`config.mk`:
```
export PLATFORM = sky130hd
export DESIGN_NAME = scr_control_regs
export DESIGN_NICKNAME = d
export VERILOG_FILES = /design/src/logic/scr_pkg.sv /design/src/logic/scr_nv_store.sv /design/src/logic/scr_control_regs.sv
export SDC_FILE = /design/constraint.sdc
export NUM_CORES = 1
export LEC_CHECK = 0
export BUFFER_PORTS_ARGS = -buffer_cell sky130_fd_sc_hd__buf_2
export CAP_MARGIN = 15
export CELL_PAD_IN_SITES_DETAIL_PLACEMENT = 0
export CELL_PAD_IN_SITES_GLOBAL_PLACEMENT = 2
export CORE_MARGIN = 2
export CORE_UTILIZATION = 37
export DETAILED_ROUTE_END_ITERATION = 12
export PLACE_DENSITY_LB_ADDON = 0.1
export SLEW_MARGIN = 25
export SYNTH_ARGS = -nofsm -noshare
export SYNTH_HDL_FRONTEND = slang
export SYNTH_HIERARCHICAL = 1
export SYNTH_SLANG_ARGS = --single-unit
export TNS_END_PERCENT = 10
```
`constraint.sdc`:
```
create_clock -name ref_clk -period 3.3 [get_ports ref_clk]
set_clock_uncertainty 0.2 [all_clocks]
set_input_delay 0.495 -clock ref_clk [delete_from_list [all_inputs] [get_ports ref_clk]]
set_output_delay 0.495 -clock ref_clk [all_outputs]
set_load 0.005 [all_outputs]
```
`src/logic/scr_pkg.sv`:
```
// Constants, types and decode helpers for the supervisor control register.
// Assumes a 10 MHz ref_clk and a two-wire bus sampled from pins.
package scr_pkg;

  // Register address and data patterns
  localparam logic [15:0] REG_ADDR = 16'hffff;
  localparam logic [7:0] SET_WL = 8'h02;
  localparam logic [7:0] SET_BOTH = 8'h06;
  localparam logic [7:0] CLR_ALL = 8'h00;
  localparam logic [7:0] TRIP_DATA = 8'h00;

  // Register bit positions, bit 7 down to bit 0
  localparam int BIT_ARM = 7;
  localparam int BIT_WD_HI = 6;
  localparam int BIT_WD_LO = 5;
  localparam int BIT_SEL_1 = 4;
  localparam int BIT_SEL_0 = 3;
  localparam int BIT_REGISTER_WRITE_LATCH = 2;
  localparam int BIT_WEL = 1;
  localparam int BIT_SEL_2 = 0;

  // Bus framing counts, then address, page and counter widths
  localparam logic [3:0] BIT_LAST = 4'h8;
  localparam logic [3:0] ACK_SLOT = 4'h9;
  localparam int ADDR_W = 11;
  localparam int PAGE_W = 6;
  localparam int CNT_W = 24;

  // Slave address; value is arbitrary
  localparam logic [6:0] DEV_ADDR = 7'h2b;

  // Timing in its own units, then in clock cycles
  localparam int CLK_KHZ = 10000;
  localparam int DOG_LONG_MS = 1400;
  localparam int DOG_MID_MS = 600;
  localparam int DOG_SHORT_MS = 200;
  localparam int NV_CYCLE_MS = 10;
  localparam int DOG_LONG_CYC = DOG_LONG_MS * CLK_KHZ;
  localparam int DOG_MID_CYC = DOG_MID_MS * CLK_KHZ;
  localparam int DOG_SHORT_CYC = DOG_SHORT_MS * CLK_KHZ;
  localparam int NV_CYCLE_CYC = NV_CYCLE_MS * CLK_KHZ;

  // Watchdog period codes and lock codes
  localparam logic [1:0] DOG_LONG = 2'h0;
  localparam logic [1:0] DOG_MID = 2'h1;
  localparam logic [1:0] DOG_SHORT = 2'h2;
  localparam logic [1:0] DOG_OFF = 2'h3;
  localparam logic [2:0] LOCK_ALL = 3'h3;
  localparam logic [2:0] LOCK_NONE = 3'h0;

  // Pin slots in the synchroniser bank
  localparam int PIN_SCL = 0;
  localparam int PIN_SDA = 1;
  localparam int PIN_PROT = 2;
  localparam int PIN_PV = 3;
  localparam int PIN_N = 4;
  // Idle pin levels for sync reset: bus lines high, others low
  localparam logic [PIN_N-1:0] PIN_IDLE = 4'h3;

  typedef enum logic [2:0] {
    ST_IDLE = 3'h0,
    ST_DEV = 3'h1,
    ST_AHI = 3'h2,
    ST_ALO = 3'h3,
    ST_WR = 3'h4,
    ST_RD = 3'h5,
    ST_IGN = 3'h6
  } scr_state_type;

  // Nonvolatile fields of the control register
  typedef struct packed {
    logic arm;
    logic [1:0] period;
    logic [2:0] lock;
  } scr_nv_type;

  localparam scr_nv_type NV_FACTORY = '{arm: 1'b0, period: DOG_OFF,
                                        lock: LOCK_NONE};

  // One array write handed to the memory path
  typedef struct packed {
    logic [ADDR_W-1:0] addr;
    logic [7:0] data;
  } scr_wr_type;

  // Block lock decode: whole array, or first 1/2/4/8 pages
  function automatic logic prot_hit(input logic [2:0] lock,
                                    input logic [ADDR_W-1:0] addr);
    logic [ADDR_W-PAGE_W-1:0] page;
    page = addr[ADDR_W-1:PAGE_W];
    if (lock == LOCK_ALL) begin
      prot_hit = 1'b1;
    end else if (lock[2]) begin
      prot_hit = ((page >> lock[1:0]) == '0);
    end else begin
      prot_hit = 1'b0;
    end
  endfunction

endpackage

```
`src/logic/scr_nv_store.sv`:
```
// Nonvolatile store for the control register fields.
// Assumes the caller writes only on a completed nonvolatile update.
`timescale 1ns/100ps
module scr_nv_store
  import scr_pkg::*;
(
  input wire logic ref_clk,
  input wire logic wr_en,
  input wire scr_nv_type wr_data,
  output scr_nv_type rd_q
);

  // Cells ignore logic reset and start at factory values
  scr_nv_type cell_q = NV_FACTORY;
  scr_nv_type cell_d;
  scr_nv_type rd_d;

  // Next cell content and registered read
  always_comb begin
    cell_d = wr_en ? wr_data : cell_q;
    rd_d = cell_q;
  end

  // Storage survives srst, like cells across power loss
  always_ff @(posedge ref_clk) begin
    cell_q <= cell_d;
    rd_q <= rd_d;
  end

endmodule // scr_nv_store

```
`src/logic/scr_control_regs.sv`:
```
// Control register, write latches, block lock and watchdog of the
// supervisor, reached over the two-wire pins by an external master.
// Assumes SCL well below ref_clk/8 and an array memory outside.
`timescale 1ns/100ps
module scr_control_regs
  import scr_pkg::*;
#(
  parameter int DOG_LONG_CYC_P = DOG_LONG_CYC,
  parameter int DOG_MID_CYC_P = DOG_MID_CYC,
  parameter int DOG_SHORT_CYC_P = DOG_SHORT_CYC,
  parameter int NV_CYCLE_CYC_P = NV_CYCLE_CYC
)
(
  input wire logic ref_clk,
  input wire logic srst,
  input wire logic scl_in,
  input wire logic sda_in,
  output logic sda_out,
  output logic sda_oe,
  input wire logic protect_pin,
  input wire logic program_voltage,
  input wire logic [7:0] array_rd_data,
  output logic [ADDR_W-1:0] array_rd_addr,
  output logic array_wr_valid,
  output scr_wr_type array_wr,
  output logic [2:0] array_lock_sel,
  output logic [1:0] dog_period,
  output logic hw_protect,
  output logic dog_reset,
  output logic supply_trip_level,
  output logic nv_busy
);

  // Synchroniser bank for the pins
  logic [PIN_N-1:0] pin_raw;
  logic [PIN_N-1:0] s1_q, s2_q, s3_q, filt_q, filt_d, prev_q;

  // Bus engine state
  scr_state_type st_q, st_d;
  logic [3:0] cnt_q, cnt_d;
  logic [7:0] sh_q, sh_d, tx_q, tx_d, wdata_q, wdata_d;
  logic ack_q, ack_d, oe_q, oe_d, mnack_q, mnack_d;
  logic sent_q, sent_d, reg_rd_q, reg_rd_d;
  logic [1:0] nbyte_q, nbyte_d;
  logic [15:0] addr_q, addr_d;
  logic wel_q, wel_d, register_write_latch_q, register_write_latch_d;
  logic [CNT_W-1:0] busy_q, busy_d;
  logic trip_q, trip_d, awr_v_q, awr_v_d;
  scr_wr_type awr_q, awr_d;
  logic hwp_q, hwp_d, sda_out_q;
  logic nv_we;
  scr_nv_type nv_q, nv_new;

  // Watchdog state
  logic [CNT_W-1:0] dog_cnt_q, dog_cnt_d, dog_lim;
  logic dog_rst_q, dog_rst_d;

  // Pin events
  logic scl_f, sda_f, prot_f, pv_f;
  logic scl_rise, scl_fall, start_ev, stop_ev, is_reg;
  logic [7:0] reg_view, next_byte;

  assign pin_raw = {program_voltage, protect_pin, sda_in, scl_in};

  // Three-stage sync; a change counts once stages two and three agree
  genvar gi;
  generate
    for (gi = 0; gi < PIN_N; gi++) begin : g_sync
      always_comb begin
        filt_d[gi] = (s2_q[gi] == s3_q[gi]) ? s2_q[gi] : filt_q[gi];
      end
      always_ff @(posedge ref_clk) begin
        if (srst) begin
          s1_q[gi] <= PIN_IDLE[gi];
          s2_q[gi] <= PIN_IDLE[gi];
          s3_q[gi] <= PIN_IDLE[gi];
          filt_q[gi] <= PIN_IDLE[gi];
          prev_q[gi] <= PIN_IDLE[gi];
        end else begin
          s1_q[gi] <= pin_raw[gi];
          s2_q[gi] <= s1_q[gi];
          s3_q[gi] <= s2_q[gi];
          filt_q[gi] <= filt_d[gi];
          prev_q[gi] <= filt_q[gi];
        end
      end
    end
  endgenerate

  // Filtered levels and bus conditions
  assign scl_f = filt_q[PIN_SCL];
  assign sda_f = filt_q[PIN_SDA];
  assign prot_f = filt_q[PIN_PROT];
  assign pv_f = filt_q[PIN_PV];
  assign scl_rise = scl_f & ~prev_q[PIN_SCL];
  assign scl_fall = ~scl_f & prev_q[PIN_SCL];
  assign start_ev = scl_f & prev_q[PIN_SCL] & prev_q[PIN_SDA] & ~sda_f;
  assign stop_ev = scl_f & prev_q[PIN_SCL] & ~prev_q[PIN_SDA] & sda_f;
  assign is_reg = (addr_q == REG_ADDR);

  // Register image as read by the master
  always_comb begin
    reg_view = 8'h00;
    reg_view[BIT_ARM] = nv_q.arm;
    reg_view[BIT_WD_HI] = nv_q.period[1];
    reg_view[BIT_WD_LO] = nv_q.period[0];
    reg_view[BIT_SEL_1] = nv_q.lock[1];
    reg_view[BIT_SEL_0] = nv_q.lock[0];
    reg_view[BIT_REGISTER_WRITE_LATCH] = register_write_latch_q;
    reg_view[BIT_WEL] = wel_q;
    reg_view[BIT_SEL_2] = nv_q.lock[2];
    next_byte = reg_rd_q ? reg_view : array_rd_data;
  end

  // Nonvolatile fields
  scr_nv_store u_nv (
    .ref_clk(ref_clk),
    .wr_en(nv_we),
    .wr_data(nv_new),
    .rd_q(nv_q)
  );

  // Bus engine, write latches and store control
  always_comb begin
    st_d = st_q;
    cnt_d = cnt_q;
    sh_d = sh_q;
    tx_d = tx_q;
    wdata_d = wdata_q;
    ack_d = ack_q;
    oe_d = oe_q;
    mnack_d = mnack_q;
    sent_d = sent_q;
    reg_rd_d = reg_rd_q;
    nbyte_d = nbyte_q;
    addr_d = addr_q;
    wel_d = wel_q;
    register_write_latch_d = register_write_latch_q;
    trip_d = trip_q;
    awr_v_d = 1'b0;
    awr_d = awr_q;
    nv_we = 1'b0;
    nv_new = nv_q;
    hwp_d = prot_f & nv_q.arm;
    busy_d = (busy_q != '0) ? busy_q - CNT_W'(1) : busy_q;
    if (trip_q && !pv_f) begin
      trip_d = 1'b0;
    end
    if (start_ev) begin
      st_d = ST_DEV;
      cnt_d = 4'h0;
      ack_d = 1'b0;
      oe_d = 1'b0;
    end else if (stop_ev) begin
      // Stop commits the write after exactly one accepted register byte, or after one or more accepted array bytes
      if (st_q == ST_WR && nbyte_q == 2'h1) begin
        if (is_reg) begin
          if (!wel_q) begin
            wel_d = 1'b1;
          end else if (wdata_q == CLR_ALL) begin
            wel_d = 1'b0;
          end else if (!register_write_latch_q) begin
            if (wdata_q == SET_BOTH) begin
              register_write_latch_d = 1'b1;
            end
          end else if (wdata_q[BIT_WEL] && !wdata_q[BIT_REGISTER_WRITE_LATCH]) begin
            nv_we = 1'b1;
            nv_new.period = wdata_q[BIT_WD_HI:BIT_WD_LO];
            if (!hwp_q) begin
              nv_new.arm = wdata_q[BIT_ARM];
              nv_new.lock = {wdata_q[BIT_SEL_2],
                             wdata_q[BIT_SEL_1:BIT_SEL_0]};
            end
            register_write_latch_d = 1'b0;
            busy_d = CNT_W'(NV_CYCLE_CYC_P);
          end
        end else begin
          busy_d = CNT_W'(NV_CYCLE_CYC_P);
          if (pv_f && wdata_q == TRIP_DATA) begin
            trip_d = 1'b1;
          end
        end
      end
      st_d = ST_IDLE;
      cnt_d = 4'h0;
      ack_d = 1'b0;
      oe_d = 1'b0;
    end else if (st_q != ST_IDLE) begin
      // Sample on SCL rise
      if (scl_rise) begin
        if (ack_q) begin
          mnack_d = sda_f;
          cnt_d = ACK_SLOT;
        end else if (cnt_q < BIT_LAST) begin
          sh_d = {sh_q[6:0], sda_f};
          cnt_d = cnt_q + 4'h1;
        end
      end
      // Drive on SCL fall
      if (scl_fall) begin
        if (!ack_q && cnt_q == BIT_LAST) begin
          ack_d = 1'b1;
          oe_d = 1'b0;
          case (st_q)
            ST_DEV: begin
              if (sh_q[7:1] == DEV_ADDR && busy_q == '0) begin
                oe_d = 1'b1;
                if (sh_q[0]) begin
                  st_d = ST_RD;
                  reg_rd_d = is_reg;
                  sent_d = 1'b0;
                end else begin
                  st_d = ST_AHI;
                end
              end else begin
                st_d = ST_IGN;
              end
            end
            ST_AHI: begin
              addr_d[15:8] = sh_q;
              oe_d = 1'b1;
              st_d = ST_ALO;
            end
            ST_ALO: begin
              addr_d[7:0] = sh_q;
              oe_d = 1'b1;
              nbyte_d = 2'h0;
              st_d = ST_WR;
            end
            ST_WR: begin
              if (is_reg) begin
                if (nbyte_q == 2'h0 && (wel_q || sh_q == SET_WL)) begin
                  oe_d = 1'b1;
                  wdata_d = sh_q;
                  nbyte_d = 2'h1;
                end else begin
                  nbyte_d = 2'h2;
                end
              end else if (!wel_q) begin
                nbyte_d = 2'h2;
              end else if (prot_hit(nv_q.lock, addr_q[ADDR_W-1:0])) begin
                register_write_latch_d = 1'b0;
                nbyte_d = 2'h2;
              end else begin
                oe_d = 1'b1;
                awr_v_d = 1'b1;
                awr_d = '{addr: addr_q[ADDR_W-1:0], data: sh_q};
                addr_d = {addr_q[15:PAGE_W],
                          addr_q[PAGE_W-1:0] + PAGE_W'(1)};
                wdata_d = sh_q;
                nbyte_d = 2'h1;
              end
            end
            ST_RD: begin
              sent_d = 1'b1;
              if (!reg_rd_q) begin
                addr_d = {5'h00, addr_q[ADDR_W-1:0] + ADDR_W'(1)};
              end
            end
            default: begin
              st_d = ST_IGN;
            end
          endcase
        end else if (ack_q && cnt_q == ACK_SLOT) begin
          // End of ack slot: release, or start the next read byte
          ack_d = 1'b0;
          cnt_d = 4'h0;
          oe_d = 1'b0;
          if (st_q == ST_RD) begin
            if (reg_rd_q && sent_q) begin
              st_d = ST_IDLE;
            end else if (mnack_q) begin
              st_d = ST_IGN;
            end else begin
              oe_d = ~next_byte[7];
              tx_d = {next_byte[6:0], 1'b0};
            end
          end
        end else if (!ack_q && st_q == ST_RD && cnt_q != 4'h0) begin
          oe_d = ~tx_q[7];
          tx_d = {tx_q[6:0], 1'b0};
        end
      end
    end
  end

  // Bus engine registers; latches clear on reset, reads never touch them
  always_ff @(posedge ref_clk) begin
    if (srst) begin
      st_q <= ST_IDLE;
      cnt_q <= 4'h0;
      sh_q <= 8'h00;
      tx_q <= 8'h00;
      wdata_q <= 8'h00;
      ack_q <= 1'b0;
      oe_q <= 1'b0;
      mnack_q <= 1'b0;
      sent_q <= 1'b0;
      reg_rd_q <= 1'b0;
      nbyte_q <= 2'h0;
      addr_q <= 16'h0000;
      wel_q <= 1'b0;
      register_write_latch_q <= 1'b0;
      busy_q <= '0;
      trip_q <= 1'b0;
      awr_v_q <= 1'b0;
      awr_q <= '0;
      hwp_q <= 1'b0;
      sda_out_q <= 1'b0;
    end else begin
      st_q <= st_d;
      cnt_q <= cnt_d;
      sh_q <= sh_d;
      tx_q <= tx_d;
      wdata_q <= wdata_d;
      ack_q <= ack_d;
      oe_q <= oe_d;
      mnack_q <= mnack_d;
      sent_q <= sent_d;
      reg_rd_q <= reg_rd_d;
      nbyte_q <= nbyte_d;
      addr_q <= addr_d;
      wel_q <= wel_d;
      register_write_latch_q <= register_write_latch_d;
      busy_q <= busy_d;
      trip_q <= trip_d;
      awr_v_q <= awr_v_d;
      awr_q <= awr_d;
      hwp_q <= hwp_d;
      sda_out_q <= 1'b0;
    end
  end

  // Watchdog limit from the period select
  always_comb begin
    case (nv_q.period)
      DOG_LONG: dog_lim = CNT_W'(DOG_LONG_CYC_P - 1);
      DOG_MID: dog_lim = CNT_W'(DOG_MID_CYC_P - 1);
      DOG_SHORT: dog_lim = CNT_W'(DOG_SHORT_CYC_P - 1);
      default: dog_lim = '0;
    endcase
    dog_cnt_d = dog_cnt_q;
    dog_rst_d = dog_rst_q;
    if (nv_q.period == DOG_OFF || start_ev) begin
      dog_cnt_d = '0;
      dog_rst_d = 1'b0;
    end else if (dog_cnt_q >= dog_lim) begin
      dog_rst_d = 1'b1;
    end else begin
      dog_cnt_d = dog_cnt_q + CNT_W'(1);
    end
  end

  // Watchdog registers
  always_ff @(posedge ref_clk) begin
    if (srst) begin
      dog_cnt_q <= '0;
      dog_rst_q <= 1'b0;
    end else begin
      dog_cnt_q <= dog_cnt_d;
      dog_rst_q <= dog_rst_d;
    end
  end

  // Outputs from flops, except nv_busy, which is decoded from busy_q
  assign sda_out = sda_out_q;
  assign sda_oe = oe_q;
  assign array_rd_addr = addr_q[ADDR_W-1:0];
  assign array_wr_valid = awr_v_q;
  assign array_wr = awr_q;
  assign array_lock_sel = nv_q.lock;
  assign dog_period = nv_q.period;
  assign hw_protect = hwp_q;
  assign dog_reset = dog_rst_q;
  assign supply_trip_level = trip_q;
  assign nv_busy = (busy_q != '0);

endmodule // scr_control_regs

```
# Yosys cells after proc, flatten, opt, wreduce, memory -nomap -nowiden
# Cells that the tools add are included.
# op_classes
order_cmp,2
muxes,117
n_bitwise,23
addsub,5
eq_ne,39
n_reduce_logical,67
shifts,1
# op_table
operator,count
two-way mux 24 bit,9
two-way mux 8 bit,10
case mux 24 bit (3 select lines),1
two-way mux 6 bit,11
two-way mux 1 bit,61
case mux 8 bit (3 select lines),2
AND reduction 8 bit,4
AND reduction 9 bit,3
"!= test 2 bit, second input constant",13
nonzero test 2 bit,13
"adder 24 x 1 -> 24 bit, second input constant",1
>= comparator 24 bit,1
zero test 24 bit,1
two-way mux 3 bit,8
two-way mux 4 bit,6
AND reduction 6 bit,4
nonzero test 24 bit,1
"subtractor 24 x 1 -> 24 bit, second input constant",1
nonzero test 3 bit,6
"== test 16 bit, second input constant",1
two-way mux 16 bit,1
inverter 1 bit,15
case mux 3 bit (4 select lines),1
AND reduction 12 bit,1
37 further kinds,79
# word_totals
in_bits,14
elab_cells,303
out_inout_bits,42
reg_bits,157

# Logic depth before layout (Yosys ltp)
# logic_depth
ltp_word,20
depth_mapped,11
ltp_nobuf,10

# Hierarchy
# The synthesis kept the hierarchy.
# modules_own_cells
module,area_per_inst_um2,n_inst,seq_area_each_um2,cells_each
scr_control_regs,7632.3,1,2882.8,910
scr_nv_store,300.3,1,300.3,12

# Worst setup path after synthesis
# No wires, ideal clock.
# synth_timing
path_type,flip-flop to flip-flop
from,reg u_nv/rd_q[4] in the netlist's numbering
to,reg dog_cnt_q[14]
arrival_ps,2701
period_less_slack_ps,2972
n_path_buf,1
path_slack_ps,328
stages_incl_launch_ff,12
setup_time_ps,72
required_ps,3028
cell_sequence,dfxtp_1 > inv_1 > ha_1 > inv_1 > ha_1 > and3_1 > a221o_1 > a221oi_1 > buf_2 > nand4_1 > a21oi_1 > mux2i_1
# synth_via
elab_chain_len,3
elab_cells_between_ends,8
cone_classes,1 x order compare; 3 x eq/ne; 1 x mux; 3 x reduce/logical
# synth_rtl
element,line_no,text
from (decl),scr_nv_store.sv:10,output scr_nv_type rd_q
from (signal assigned),scr_nv_store.sv:27,rd_q <= rd_d;
== test 2 bit (tied with other cells),scr_control_regs.sv:336,case (nv_q.period)
case mux 24 bit (3 select lines) or logical OR 1 bit (tied branches),"scr_control_regs.sv:336, scr_control_regs.sv:344",
>= comparator 24 bit or OR reduction 2 bit (tied branches),--,
to (signal assigned),scr_control_regs.sv:360,dog_cnt_q <= dog_cnt_d;
to (decl),scr_control_regs.sv:55,"logic [CNT_W-1:0] dog_cnt_q, dog_cnt_d, dog_lim;"
# Parallel ways exist; a longest one is shown, timed or not.
# A chain may end at the register's enable or synchronous reset.

# Worst setup path in the final report
# layout_timing
from,reg busy_q[6]
to,out nv_busy
# layout_via
elab_chain_len,1
# layout_rtl
element,line_no,text
from (decl),scr_control_regs.sv:47,"logic [CNT_W-1:0] busy_q, busy_d;"
from (signal assigned),scr_control_regs.sv:325,busy_q <= busy_d;
nonzero test 24 bit,scr_control_regs.sv:376,assign nv_busy = (busy_q != '0);
to (decl),scr_control_regs.sv:31,output logic nv_busy
# No other way between the ends.

==> results.py <==
metrics = {
    "outcome": {
        "outcome": "completed",
    },
    "final_layout": {
        "register_area_um2": 3180,
        "layoutNonFillerInstCount": 1251,
        "fillCellCount": 2088,
        "layout-drive-gt1-share": 0.149,
        "syn_to_final_growth_pct": 14.8,
        "multiInputGateArea_um2": 4420,
        "diodes": 0,
        "nNetsFinal": 1007,
    },
    "global_route": {
        "grt_max_degree": 50,
        "grt_util_all_layers": 0.187,
        "grt_overflow_total": 0,
        "grt_first_pass_wirelength_um": 33300,
        "antenna_found_initial": 0,
        "grt_pass1_vias": 6410,
    },
    "floorplanning": {
        "core_region_area_um2": 21000,
        "rows": 53,
        "fp.dieW_um": 150,
        "initial_core_util": 0.377,
        "die_y_um": 150,
        "io_pins": 56,
        "floorplan.die_area_um2": 22600,
    },
    "worst_setup_path": {
        "path_max_fanout": 5,
        "critPathBufInv": 1,
        "critPathMaxStageDelay_ps": 670,
        "cp_top_family": "simple AND/OR/NAND/NOR gates",
        "arrival_ps": 2340,
        "cp.required_ps": 2600,
        "crit_type": "reg -> out",
        "critPathCaptureType": "output pin",
        "slowest_stage": "or4_1",
        "crit_chain": "nor4_2 > nand3_1 > or4_1 > buf_2",
        "cp-start-kind": "register",
    },
    "clock_network": {
        "numClockSinks": 156,
        "insertion_delay_ps": 430,
        "clk_pin_slew_ps": 60,
        "cts_resized": 0,
        "cts_root_buffer": "clkbuf_16",
        "cts_buffers": 17,
        "post_cts_buffers": 0,
        "cts_tree": "yes",
        "h-tree-depth": 4,
        "clock_path_buffers": 2,
        "hold_buffers": 0,
    },
    "power": {
        "netSwitchingFraction": 0.307,
        "power.density_nw_per_um2": 574,
        "total_power_uw": 5230,
        "p_int_uw": 3620,
        "power.share.clock": 0.389,
        "p_comb_frac": 0.197,
        "p_seq_frac": 0.414,
        "ir_drop_mv": 0.362,
        "switching_power_uw": 1610,
        "p_leak_uw": 0.00360,
    },
    "placement": {
        "io_buffers": 54,
        "place_congestion": 0.825,
        "dp_hpwl_um": 14400,
        "dp.cells": 1219,
    },
    "synthesis": {
        "syn-cell-area_um2": 7930,
        "synth_common_cells": "150 x dfxtp_1, 100 x nor2_1, 84 x nand2_1",
        "synth_warnings": 6,
        "synthDistinctLibCells": 71,
        "syn_inst": 922,
        "synth-seq-cells": 156,
        "syn_avg_cell_area_um2": 8.60,
        "netlist.area_leader.share": 0.379,
        "synth_edf_count": 6,
        "synthFlopType": "dfxtp_1",
        "seq_area_frac_synth": 0.401,
        "synth.area.top_cells": "dfxtp_1 38%, mux2i_1 8.2%, a21oi_1 4.7%",
        "syn-num-nets": 966,
        "synth_top_area_cell": "dfxtp_1",
        "async_flop_share": 0,
        "synth.most_common_cell": "dfxtp_1",
    },
    "timing": {
        "max-slew-margin-rel": 0.523,
        "max_freq_ghz": 0.330,
        "finalSetupTns_ps": 0,
        "setup_viol": 0,
        "drv_slew": 0,
        "final.period_utilization": 0.919,
        "tightest_slew_ps": 713,
        "post-route-min-period_ps": 3030,
        "rsz0062_at_grt": "false",
        "hold_viol_final": 0,
    },
    "drt": {
        "wire_per_inst_um": 16.3,
        "postRouteAntennaNets": 0,
        "drcViolationCount": 0,
        "vias": 6717,
        "totalWireLength_um": 20400,
        "drt_iter0_drc": 355,
        "viasPerCell": 5.37,
        "firstDrtPassIters": 5,
    },
    "min_path": {
        "timing.hold.worst.class": "in -> reg",
    },
    "run": {
        "maxCapViolCount": 0,
    },
}
through the flow:
step | hold slack (ps) | instance area [µm²] | utilization | setup slack, ps
2_1_floorplan | 123 | 7930 | - | 328
3_3_place_gp | 126 | 8490 | 0.404 | 336
3_5_place_dp | 128 | 8490 | 0.404 | 240
4_1_cts | 49.7 | 9100 | 0.433 | 96.9
5_1_grt | 47.5 | 9110 | 0.433 | 92.5
6_report | 59.2 | 9110 | 0.433 | 268
metal layers:
layer | vias to the layer above | GRT usage | routed length [µm]
met5 | - | 0 | 0
met4 | 0 | 0.0472 | 236
met3 | 18 | 0.0439 | 984
met2 | 137 | 0.307 | 9730
met1 | 3202 | 0.249 | 9500
li1 | 3360 | - | -
layout by cell type (no fill, tap or decap), types with 17 or more instances in the layout:
| master | netlist | final |
|---|---|---|
| nand2b_1 | 38 | 38 |
| mux2i_1 | 65 | 65 |
| and3_1 | 22 | 22 |
| a21oi_1 | 75 | 75 |
| buf_4 | 14 | 27 |
| inv_1 | 18 | 18 |
| dfxtp_1 | 150 | 150 |
| buf_2 | 6 | 53 |
| nand3_1 | 37 | 37 |
| nand2_1 | 84 | 84 |
| nor2_1 | 100 | 100 |
| xnor2_1 | 20 | 20 |
| o21ai_0 | 31 | 31 |
| ha_1 | 30 | 30 |
| clkbuf_16 | 0 | 17 |
| nor3_1 | 22 | 21 |
registers in the layout, indices dropped and copies added (netlist names), 2 cells and up:
| signal | flops |
|---|---|
| st_q | 3 |
| tx_q | 7 |
| sh_q | 8 |
| s1_q | 4 |
| nbyte_q | 2 |
| wdata_q | 8 |
| s3_q | 4 |
| s2_q | 4 |
| array_wr | 19 |
| u_nv/cell_q | 6 |
| cnt_q | 4 |
| busy_q | 24 |
| dog_cnt_q | 24 |
| addr_q | 16 |
| prev_q | 2 |
| u_nv/rd_q | 6 |
layout make-up:
class                   count  share of cell area
clock buffers              17              0.0467
clock inverters            15              0.0195
inverters                  18             0.00742
multi-input cells         689               0.486
flip-flops and latches    156               0.349
well taps                 275              0.0378
repair buffers             81              0.0536
power by group through the flow:
stage	Sequential [µW]	Combinational, µW	Clock (µW)
after floorplan	2180	813	0
after global placement	2200	997	0
after detailed placement	2200	1030	0
after CTS	2160	1040	2100
after global routing	2190	1170	2180
final	2170	1030	2030
worst paths after layout:
kind                                startpoint            end  slack (ps)  cells past startpoint
worst min-delay path                    sda_in        s1_q[1]          60                      2
worst min register to register  u_nv/cell_q[0]   u_nv/rd_q[0]         140                      0
worst max register to register    u_nv/rd_q[3]  dog_cnt_q[10]         290                     10
worst max-delay path                 busy_q[6]        nv_busy         270                      4
cells by family (layout without fill, tap and decap cells):
group | after synthesis | after routing | synth area share
XOR/XNOR | 22 | 22 | 0.0243
buffers and inverters | 77 | 131 | 0.0440
other | 1 | 1 | 0.000473
AO/OA/AOI/OAI | 169 | 169 | 0.130
flip-flops | 156 | 156 | 0.401
AND/OR/NAND/NOR | 396 | 396 | 0.261
multiplexers | 71 | 71 | 0.0924
adder cells (fa/ha/maj) | 30 | 30 | 0.0473
Power figures use the tool's default switching activity.
